$ cat config.mk
export PLATFORM = sky130hd
export DESIGN_NAME = wwd_core
export DESIGN_NICKNAME = d
export VERILOG_FILES = /design/src/core/wwd_core.v /design/src/core/wwd_pulse.v
export VERILOG_INCLUDE_DIRS = /design/src /design/src/core
export SDC_FILE = /design/constraint.sdc
export NUM_CORES = 1
export LEC_CHECK = 0
export BUFFER_PORTS_ARGS = -buffer_cell sky130_fd_sc_hd__buf_2
export CAP_MARGIN = 20
export CORE_ASPECT_RATIO = 1.5
export CORE_MARGIN = 2
export CORE_UTILIZATION = 35
export DETAILED_ROUTE_END_ITERATION = 12
export GPL_TIMING_DRIVEN = 0
export HOLD_SLACK_MARGIN = 0.15
export PLACE_DENSITY = 0.66
export RECOVER_POWER = 25
export SETUP_SLACK_MARGIN = 0.05
export SLEW_MARGIN = 5
export SYNTH_ARGS = -nofsm -noshare
export SYNTH_HDL_FRONTEND = slang
export SYNTH_HIERARCHICAL = 1
export SYNTH_SLANG_ARGS = --single-unit
$ cat constraint.sdc
create_clock -name pclk -period 3.9 [get_ports pclk]
set_input_delay 0.195 -clock pclk [delete_from_list [all_inputs] [get_ports pclk]]
set_output_delay 0.195 -clock pclk [all_outputs]
set_load 0.1 [all_outputs]
$ cat src/core/wwd_defs.vh
// Constants for the window watchdog: register offsets, field positions,
// reset values and timing counts. Assumes a 10 MHz APB clock.
`ifndef WWD_DEFS_VH
`define WWD_DEFS_VH

// ----------------------------------------------------------------------
// Register map (byte addresses)
// ----------------------------------------------------------------------
`define WWD_CTRL_OFFSET 12'h000
`define WWD_WIN_OFFSET 12'h004
`define WWD_STAT_OFFSET 12'h008

// ----------------------------------------------------------------------
// Fields and reset values
// ----------------------------------------------------------------------
`define WWD_ACT_BIT 7
`define WWD_TOP_BIT 6
`define WWD_CTRL_RST 7'h7F
`define WWD_WIN_RST 7'h7F
`define WWD_FLOOR 7'h3F

// ----------------------------------------------------------------------
// Timing
// ----------------------------------------------------------------------
`define WWD_PRESCALE 16384
`define WWD_PULSE_NS 30000
`define WWD_CLK_NS 100
`define WWD_PULSE_CYC ((`WWD_PULSE_NS + `WWD_CLK_NS - 1) / `WWD_CLK_NS)

`endif

$ cat src/core/wwd_core.v
// Window watchdog with APB register access.
// Assumes pclk is the divided oscillator clock; option and halt inputs
// arrive from other clock domains and are synchronised here.
`default_nettype none
`include "wwd_defs.vh"

module wwd_core #(
    parameter PRESCALE = `WWD_PRESCALE,
    parameter PULSE_CYC = `WWD_PULSE_CYC
) (
    input wire pclk,
    input wire presetn,
    input wire pclken,
    input wire psel,
    input wire penable,
    input wire pwrite,
    input wire [11:0] paddr,
    input wire [31:0] pwdata,
    output reg [31:0] prdata,
    output reg pready,
    output reg pslverr,
    input wire hw_activation,
    input wire halt_reset_option,
    input wire oscillator_irq_enable,
    input wire halt_req,
    input wire wakeup,
    output wire reset_pin_n,
    output reg wdg_reset_ff
);

    // ------------------------------------------------------------------
    // Input synchronisers
    // ------------------------------------------------------------------
    reg [4:0] sync1_ff;
    reg [4:0] sync2_ff;

    always @(posedge pclk or negedge presetn) begin
        if (!presetn) begin
            sync1_ff <= 5'h00;
            sync2_ff <= 5'h00;
        end else if (pclken) begin
            sync1_ff <= {wakeup, halt_req, oscillator_irq_enable,
                         halt_reset_option, hw_activation};
            sync2_ff <= sync1_ff;
        end
    end

    wire hw_act = sync2_ff[0];
    wire halt_opt = sync2_ff[1];
    wire osc_ie = sync2_ff[2];
    wire halt_s = sync2_ff[3];
    wire wake_s = sync2_ff[4];

    // ------------------------------------------------------------------
    // State
    // ------------------------------------------------------------------
    reg [6:0] cnt_ff;
    reg [6:0] nxt_cnt;
    reg [6:0] win_ff;
    reg act_ff;
    reg frozen_ff;
    reg halt_d_ff;
    reg [13:0] pre_ff;
    reg fault_ff;

    wire active = act_ff | hw_act;
    wire access = psel & penable & pready;
    wire wr = access & pwrite;
    wire rd = access & ~pwrite;
    wire wr_ctrl = wr & (paddr == `WWD_CTRL_OFFSET);
    wire wr_win = wr & (paddr == `WWD_WIN_OFFSET);
    wire mapped = (paddr == `WWD_CTRL_OFFSET) | (paddr == `WWD_WIN_OFFSET) |
                  (paddr == `WWD_STAT_OFFSET);
    wire pre_wrap = (pre_ff == PRESCALE[13:0] - 14'h0001);
    wire halt_edge = halt_s & ~halt_d_ff;
    wire tick = pre_wrap & ~frozen_ff;

    // ------------------------------------------------------------------
    // Prescaler: never cleared by control writes, so timeouts vary by
    // up to one step depending on where the write lands.
    // ------------------------------------------------------------------
    always @(posedge pclk or negedge presetn) begin
        if (!presetn) begin
            pre_ff <= 14'h0000;
        end else if (pclken && !frozen_ff) begin
            pre_ff <= pre_wrap ? 14'h0000 : pre_ff + 14'h0001;
        end
    end

    // ------------------------------------------------------------------
    // Counter and reset decisions
    // ------------------------------------------------------------------
    reg new_act;
    reg trig;

    always @* begin
        nxt_cnt = cnt_ff;
        new_act = act_ff;
        trig = 1'b0;
        if (tick) begin
            nxt_cnt = cnt_ff - 7'h01;
            if (active && cnt_ff == 7'h40) begin
                trig = 1'b1;
            end
        end
        if (wr_ctrl) begin
            // Window check uses the value before the load.
            if (active && cnt_ff > win_ff) begin
                trig = 1'b1;
            end
            nxt_cnt = pwdata[6:0];
            if (pwdata[`WWD_ACT_BIT]) begin
                new_act = 1'b1;
            end
            if ((pwdata[`WWD_ACT_BIT] || active) && !pwdata[`WWD_TOP_BIT]) begin
                trig = 1'b1;
            end
        end
        if (halt_edge && active && !osc_ie && halt_opt) begin
            trig = 1'b1;
        end
    end

    always @(posedge pclk or negedge presetn) begin
        if (!presetn) begin
            cnt_ff <= `WWD_CTRL_RST;
            win_ff <= `WWD_WIN_RST;
            act_ff <= 1'b0;
            frozen_ff <= 1'b0;
            halt_d_ff <= 1'b0;
            fault_ff <= 1'b0;
            wdg_reset_ff <= 1'b0;
        end else if (pclken) begin
            cnt_ff <= nxt_cnt;
            act_ff <= new_act;
            halt_d_ff <= halt_s;
            wdg_reset_ff <= trig;
            if (trig) begin
                fault_ff <= 1'b1;
            end
            if (wr_win) begin
                win_ff <= pwdata[6:0];
            end
            // Active-halt holds the counter until a wakeup arrives.
            if (halt_edge && osc_ie) begin
                frozen_ff <= 1'b1;
            end else if (wake_s) begin
                frozen_ff <= 1'b0;
            end
        end
    end

    // ------------------------------------------------------------------
    // APB slave: one wait state, so pready rises in the access phase.
    // ------------------------------------------------------------------
    always @(posedge pclk or negedge presetn) begin
        if (!presetn) begin
            pready <= 1'b0;
            pslverr <= 1'b0;
            prdata <= 32'h00000000;
        end else if (pclken) begin
            pready <= psel & penable & ~pready;
            pslverr <= psel & penable & ~pready & ~mapped;
            if (psel && penable && !pready && !pwrite) begin
                case (paddr)
                    `WWD_CTRL_OFFSET: prdata <= {24'h000000, active, cnt_ff};
                    `WWD_WIN_OFFSET: prdata <= {25'h0000000, win_ff};
                    `WWD_STAT_OFFSET: prdata <= {29'h00000000, frozen_ff, fault_ff,
                                                 hw_act};
                    default: prdata <= 32'h00000000;
                endcase
            end else if (rd) begin
                prdata <= 32'h00000000;
            end
        end
    end

    // ------------------------------------------------------------------
    // Reset pin stretcher
    // ------------------------------------------------------------------
    wwd_pulse #(
        .CYCLES(PULSE_CYC)
    ) u_pulse (
        .clk(pclk),
        .rst_n(presetn),
        .ce(pclken),
        .trig(wdg_reset_ff),
        .pin_n_ff(reset_pin_n)
    );

endmodule

`default_nettype wire

$ cat src/core/wwd_pulse.v
// Reset pulse stretcher: turns a one-cycle trigger into a low pulse.
// Assumes the trigger is synchronous to clk.
`default_nettype none

module wwd_pulse #(
    parameter CYCLES = 300
) (
    input wire clk,
    input wire rst_n,
    input wire ce,
    input wire trig,
    output reg pin_n_ff
);
    reg [15:0] cnt_ff;

    always @(posedge clk or negedge rst_n) begin
        if (!rst_n) begin
            cnt_ff <= 16'h0000;
            pin_n_ff <= 1'b1;
        end else if (ce) begin
            if (trig) begin
                cnt_ff <= CYCLES[15:0] - 16'h0001;
                pin_n_ff <= 1'b0;
            end else if (cnt_ff != 16'h0000) begin
                cnt_ff <= cnt_ff - 16'h0001;
            end else begin
                pin_n_ff <= 1'b1;
            end
        end
    end
endmodule

`default_nettype wire

---- After elaboration in Yosys (flattened, before gate mapping) ----
Cells that the tools add are included.
operators by class
  add/subtract/negate cells ............... 3
  $lt $le $gt $ge ......................... 1
  equality and inequality tests ........... 5
  mux-type cells .......................... 18
  bitwise logic cells ..................... 18
  reduce and logical (&&, ||, !) cells .... 31
operator list
  cell                                                                     number
  32-bit 2-to-1 mux                                                        2
  16-bit 2-to-1 mux                                                        2
  8-bit case mux with 3 select lines                                       1
  16-bit nonzero test                                                      1
  16-bit by 1-bit subtractor with 16-bit output (second input constant)    1
  14-bit by 1-bit adder with 14-bit output (second input constant)         1
  14-bit equality test (second input constant)                             1
  14-bit 2-to-1 mux                                                        1
  7-bit 2-to-1 mux                                                         2
  2-bit AND reduction                                                      7
  12-bit by 3-bit equality test with 1-bit output (second input constant)  1
  12-bit by 4-bit equality test with 1-bit output (second input constant)  1
  12-bit zero test                                                         1
  1-bit logical AND                                                        11
  1-bit bitwise AND                                                        10
  1-bit 2-to-1 mux                                                         10
  2-bit nonzero test                                                       4
  7-bit equality test (second input constant)                              1
  7-bit greater-than comparator                                            1
  7-bit by 1-bit subtractor with 7-bit output (second input constant)      1
  1-bit zero test                                                          5
  1-bit NOT                                                                5
  1-bit OR                                                                 3
  3-bit AND reduction                                                      1
  other kinds (2)                                                          2
storage, ports and cells
  flip-flop bits (word level) ............. 94
  input port bits ......................... 55
  output and inout port bits .............. 36
  word-level logic and storage cells ...... 91

---- Depth between registers and ports, before layout ----
Gate-level depths: netlist of the first run.
  depth in word-level cells ............... 9
  gate-level depth with buffers ........... 7
  gate-level depth less buffers ........... 7

---- Modules after synthesis ----
The synthesis of the first run kept the hierarchy.
by module, submodules not included
  module     instances  cells an instance  area an instance (µm²)  sequential area each (µm²)
  wwd_core   1          284                2,945.3                 1,343.8
  wwd_pulse  1          107                982.2                   426.7

---- Worst setup path after synthesis of the first run ----
Ideal clock, no wire load.
  kind .................................... reg-to-reg
  start ................................... register pready
  end ..................................... register, netlist name cnt_ff[5]
  library setup time ...................... 0.082 ns
  data arrival time ....................... 2.228 ns
  data required time ...................... 3.818 ns
  slack ................................... 1.590 ns
  cell stages (with the launch flop) ...... 6
  path buffers ............................ 0
  clock period less this slack ............ 2.310 ns
  cells stage by stage .................... dfrtp_1 -> nand4_1 -> or3_1 -> or2_2 -> a31o_2 -> a22oi_1
RTL lines
  what                    line            text
  start, declared         wwd_core.v:20   output reg pready,
  start signal, assigned  wwd_core.v:162  pready <= psel & penable & ~pready;

==> results of run 1 <==
logic make-up (layout without fill, tap and decap cells):
family          count (synthesis)  in the layout  share of synthesized area, %
simple gates                  147            147                          21.2
fa+ha+maj                      11             11                          3.50
compound gates                 69             69                          11.1
flops                          70             70                          45.1
buf+inv                        51            124                          7.52
xor+xnor                       13             13                          2.90
mux                            29             29                          8.63
other cells                     1             24                        0.0955
repair_timing:
item | CTS | global route
buffers inserted | 0 | 0
endpoints found under the hold margin | 68 | 0
hold buffers | 14 | 0
metrics by stage:
stage	util (%)	total power, W	instances
2_1_floorplan	-	0.00131	414
3_3_place_gp	40.1	0.00141	603
3_5_place_dp	40.3	0.00144	604
4_1_cts	44.8	0.00243	634
5_1_grt	44.6	0.00253	634
6_report	44.6	0.00241	634
worst paths after layout:
kind / cells after the start / from / slack, ns / end
min in group asynchronous: 2 / presetn / 0.73 / u_pulse/cnt_ff[7]$_DFFE_PN0P_
worst max-delay path: 3 / presetn / 1.42 / prdata[6]$_DFFE_PN0P_
worst min-delay path: 3 / penable / 0.18 / pready$_DFFE_PN0P_
worst max register to register: 6 / pre_ff[0]$_DFFE_PN0P_ / 1.42 / cnt_ff[2]$_DFFE_PN1P_
max in group pclk: 6 / pre_ff[0]$_DFFE_PN0P_ / 1.42 / cnt_ff[2]$_DFFE_PN1P_
worst min register to register: 2 / prdata[3]$_DFFE_PN0P_ / 0.49 / prdata[3]$_DFFE_PN0P_
critical path: cells and delay by family:
kind / cells / cell delay, ns
buf+inv: 3 / 2.54
Yosys cell counts, drive strengths merged (2+ instances only):
cell type,count
o31ai,4
and2,2
o21ai,27
clkbuf,5
nand2,33
nor3b,3
dfrtp,55
nand3b,4
o22ai,2
nor4,7
mux2i,11
or2,5
a22oi,2
a21oi,13
nand2b,3
mux2,18
xor2,9
a31o,2
dfstp,15
inv,17
nor2,21
and4,3
buf,29
nand3,12
xnor2,4
or4,16
o41ai,2
a22o,6
nand4,10
nor2b,4
ha,11
or3,6
o311ai,2
nor3,12
registers in the layout, summed over array words and instances, names as in the netlist, 5 cells and up:
| name | flops |
|---|---|
| cnt_ff | 7 |
| prdata | 8 |
| pre_ff | 14 |
| win_ff | 7 |
| u_pulse/cnt_ff | 16 |
| sync1_ff | 5 |
| sync2_ff | 5 |
layer usage:
metal  track usage, %  part of all wire [%]
met5                0                     0
met4             7.01                   2.2
met3             4.13                   2.8
met2             30.1                    56
met1             17.6                    39
cell type report:
class                   count  area [um2]
plain buffers              34         231
clock buffers              10         239
clock inverters             6         116
fillers                  1071        6090
inverters                  17        63.8
multi-input cells         293        1950
flip-flops and latches     70        1770
well taps                 147         184
repair buffers             57         353
report_power, final:
part | internal, W | switching [W]
registers | 0.000839 | 0.000134
logic | 0.000175 | 0.000291
clock network | 0.000648 | 0.000323
==> metrics, run 1 <==
outcome complete, no violations; final setup fails 0; synthesized area per cell 10.0 um2; max_cap viols 0; wire per inst 14.7 um; Critical Path RT 4.19 ns; Area Overhead vs Synth 24.9%; Syn Std Cell Area 0.00393 mm2; crit-path max cell delay 1.03 ns; Power per Cell Area 491 mW/mm2; ANT nets after route 0; Yosys reg bits 70; Synth area leaders dfrtp_1 (35%), dfstp_2 (10%), buf_4 (4.8%); Clock Skews 0.00706 ns; post-synthesis sequential area ratio 45.1%; RSZ-0062 raised after global routing false; CTS tree built; crit path DAT 2.77 ns; LEAKAGE 2.20 nW; Reg clk slew, reported paths 0.06 ns; share of cells above drive strength 1 26.9%; antenna fix cells 0; vias in the first global route 3318; Mapped Cells 391; clock tree buffer depth 2; crit path max fanout 43; Synth cell types 57; Max transition margin 5.02%; Clk Latency, worst-skew pair 0.33 ns; drt pass-1 iters 4; Root Driver clkbuf_16; leading area contributor after synthesis dfrtp_1; final period utilization 63.7%; initial detailed-routing violation count 139; Initial Util 35.7%; CP max-delay cell clkbuf_1; antenna violations before repair 0; CP endpoint kind asynchronous set/reset pin; clock sinks 70; Worst VDD drop 0.000330 V; top_reg_cell synth dfrtp_1; Global Route Usage Sum 16.4%; Setup TNS Final 0 ns; Die ar. 0.0121 mm2; minimum clock period 2.48 ns; Total Wirelength 9340 um; pins over their slew limit 0; GR Overflow Total 0; most common cell after layout, fill and taps aside dfrtp_1; wire length of the first global-routing pass 15800 um; DP Worst Slack 1.41 ns; total number of vias 3250; post-route cell area 0.00491 mm2; cts bufs inserted 9; Die X 90.5 um; Post-DP HPWL 7160 um; # DRC 0; IO Port Bufs 42; Ports 91; Crit Path Class input port to asynchronous set/reset pin; critical-path cell list dlygate4sd3_1 > clkbuf_1 > clkbuf_2; core area 0.0110 mm2; GP Congestion 0.845; Final WS setup 1.42 ns; FMAX 403 MHz; Avg Vias per Cell 5.13; Fin. Hold Viols 0; most frequent cells in the layout dfrtp_1 (55), buf_2 (42), nand2_1 (33); Startpoint Class input port; Site Rows 47; Die H 134 um; Slew @ Worst Pin 1.42 ns; fin nets 548; Post-synth ARST share 100%; Post-synth EDFFs 0; post-cts sizing count 0; Hold Slack 0.178 ns; H-tree levels 3; Worst Hold Class input port to flop; synth warn 6; Synth top area share 35.0%; largest net degree at the start of global routing 44; Placed Area 0.00443 mm2
No activity file was read; power rests on OpenSTA's default activity.
==> inputs of run 2 (changes only) <==
--- a/config.mk
+++ b/config.mk
@@ -14,7 +14,7 @@
 export DETAILED_ROUTE_END_ITERATION = 12
 export GPL_TIMING_DRIVEN = 0
 export HOLD_SLACK_MARGIN = 0.15
-export PLACE_DENSITY = 0.66
+export PLACE_DENSITY = 0.68
 export RECOVER_POWER = 25
 export SETUP_SLACK_MARGIN = 0.05
 export SLEW_MARGIN = 5
==> constraint.sdc (replaced) <==
create_clock -name pclk -period 2.15 [get_ports pclk]
set_input_delay 0.1075 -clock pclk [delete_from_list [all_inputs] [get_ports pclk]]
set_output_delay 0.1075 -clock pclk [all_outputs]
set_load 0.1 [all_outputs]
==> run 2 against run 1 <==
First-iteration DRC count shrank 25%. Hold slack gained 0.065 ns. Cell count grew 0.63%. Combinational power grew 92%. Non-clock buffer count grew 4. Clock power grew 42%. Utilization grew 0.33 points. Clock skew is essentially flat. Sequential share of layout area shrank 0.19 points.
==> metrics, run 2 (same netlist as run 1, synthesis figures left out) <==
Global Route Usage Sum 16.2% (-0.19 points); Largest Register u_pulse/cnt_ff; GR Overflow Total 0 (unchanged); antenna violations before repair 0 (unchanged); final period utilization 96.3%; fin nets 552 (+0.73%); CP max-delay cell or4_4; critical-path cell list or4_4 > or4_4 > or3_1 > a21oi_1; Avg Vias per Cell 5.15 (+0.44%); Power per Cell Area 817 mW/mm2 (+66%); most used cell along the critical path or4_4; Critical Path RT 2.41 ns (-1.78 ns); Die ar. 0.0121 mm2 (unchanged); Worst VDD drop 0.000428 V (+30%); Post-DP HPWL 6930 um (-3.1%); vias in the first global route 3301 (-0.51%); wire per inst 14.6 um (-0.62%); Ports 91 (unchanged); pins over their slew limit 0 (unchanged); post-route cell area 0.00494 mm2 (+0.74%); # DRC 0 (unchanged); share of cells above drive strength 1 29.9% (+3.0 points); clock sinks 70 (unchanged); Root Driver clkbuf_16; GP Congestion 0.854 (+1.1%); Initial Util 35.7% (unchanged); FMAX 483 MHz; cts bufs inserted 9 (unchanged); ANT nets after route 0 (unchanged); Die X 90.5 um (unchanged); CP endpoint kind flop; Fin. Hold Viols 0 (unchanged); Placed Area 0.00441 mm2 (-0.42%); clock tree buffer depth 2 (unchanged); Worst Path Buf+Inv 0 (-3); Worst Hold Class input port to flop; most common cell after layout, fill and taps aside dfrtp_1; Max transition margin 41.3% (+36 points); Crit Path Class flop to flop; crit path max fanout 5 (-88%); Die H 134 um (unchanged); largest net degree at the start of global routing 71 (+61%); Reg2Reg Setup Slack 0.08 ns (-1.34 ns); H-tree levels 3 (unchanged); core area 0.0110 mm2 (unchanged); Reg clk slew, reported paths 0.06 ns (about the same); final setup fails 0 (unchanged); fill cell count 1093 (+2.1%); hold_sp paddr[3]; minimum clock period 2.07 ns; Setup TNS Final 0 ns (unchanged); drt pass-1 iters 4 (unchanged); RSZ-0062 raised after global routing true; outcome complete, no violations; Total Wirelength 9340 um (about the same); RR Endpoint u_pulse/cnt_ff[13]$_DFFE_PN0P_; most frequent cells in the layout dfrtp_1 (52), buf_2 (42), nand2_1 (33); crit path DAT 2.33 ns (-0.44 ns); LEAKAGE 2.20 nW (+0.34%); total number of vias 3285 (+1.1%); antenna fix cells 0 (unchanged); Slew @ Worst Pin 0.880 ns (-0.544 ns); wire length of the first global-routing pass 15700 um (-0.95%); initial detailed-routing violation count 104 (-25%); IO Port Bufs 42 (unchanged); crit-path leading delay family simple AND/OR/NAND/NOR gates; Startpoint Class flop; hold endpoint pslverr$_DFFE_PN0P_; Largest regs u_pulse/cnt_ff x16, pre_ff x14, prdata x8; Site Rows 47 (unchanged); Final Total Pwr 0.00404 W (+68%); launching point of the worst reg2reg path u_pulse/cnt_ff[5]$_DFFE_PN0P_; hold path depth 3 (unchanged); CTS tree built; Clock Skews 0.00732 ns (+0.000264 ns); crit-path max cell delay 0.57 ns (-0.46 ns); max reg flops 16 (unchanged); Area Overhead vs Synth 25.8%; FF-to-FF path depth 4 (-2); Clk Latency, worst-skew pair 0.34 ns (about the same); max_cap viols 0 (unchanged)
[run 2: cell count changes in the layout (fill, tap and decap cells not counted), moves of 3 or more]
cell / delta
buf_4: +4
nor4_1: -3
bufinv_16: -3
dfrtp_2: +3
dfrtp_1: -3
[run 2: worst reg2reg max path: cells and delay by family (launching register included)]
kind            cells  cell delay, ns
flops               1            0.41
simple gates        3            1.46
compound gates      1            0.13
[run 2: worst max-delay path by stage]
stage,end,start,slack (ns),cells after the start
after CTS,cnt_ff[2]$_DFFE_PN1P_,pre_ff[0]$_DFFE_PN0P_,-0.02,6
after global routing,cnt_ff[3]$_DFFE_PN1P_,pre_ff[0]$_DFFE_PN0P_,0.03,6
after global placement,win_ff[1]$_DFFE_PN1P_,paddr[5],-0.21,6
after floorplan,win_ff[0]$_DFFE_PN1P_,paddr[5],-0.03,5
after detailed placement,cnt_ff[2]$_DFFE_PN1P_,pre_ff[0]$_DFFE_PN0P_,-0.27,6
final,u_pulse/cnt_ff[13]$_DFFE_PN0P_,u_pulse/cnt_ff[5]$_DFFE_PN0P_,0.08,4
[run 2: final cells by class]
type | count | area (um2) | area share [%]
clock buffer | 10 | 229 | 4.63
sequential | 70 | 1770 | 35.9
timing repair buffer | 61 | 394 | 7.97
buffer | 34 | 233 | 4.71
tap | 147 | 184 | 3.72
inverter | 17 | 63.8 | 1.29
multi-input combinational | 293 | 2020 | 40.8
clock inverter | 6 | 47.5 | 0.962
[run 2: what timing repair did]
item                                   in CTS  in global routing
buffers inserted                            0                  3
hold buffers                               16                  0
endpoints found under the hold margin      76                  0
pin swaps                                   0                  4
gates resized for setup                     6                 11
setup endpoints to repair                  12                 24
[run 2: per-layer routing]
| layer | up-vias | share of wire [%] | track usage [%] |
|---|---|---|---|
| met1 | 1604 | 38 | 17.4 |
| met3 | 25 | 3.6 | 3.68 |
| met2 | 76 | 55 | 29.0 |
| met5 | - | 0 | 0 |
| li1 | 1580 | - | - |
| met4 | 0 | 3.5 | 9.15 |
[run 2: through the flow]
stage	hold WS, ns	std cells	setup WS (ns)	util [%]
after floorplan	-0.188	414	-0.0264	-
after global placement	0.345	603	-0.205	40.1
after detailed placement	0.281	603	-0.268	40.1
after CTS	0.181	635	-0.0162	44.4
after global routing	0.269	638	0.0340	44.9
final	0.243	638	0.0785	44.9
[run 2: where the power goes]
group          internal, W  leakage, nW  switching (W)  total (W)
combinational     0.000348         1.22       0.000549   0.000897
clock             0.000788        0.133       0.000587    0.00138
sequential         0.00153        0.850       0.000239    0.00176
total              0.00266         2.20        0.00138    0.00404
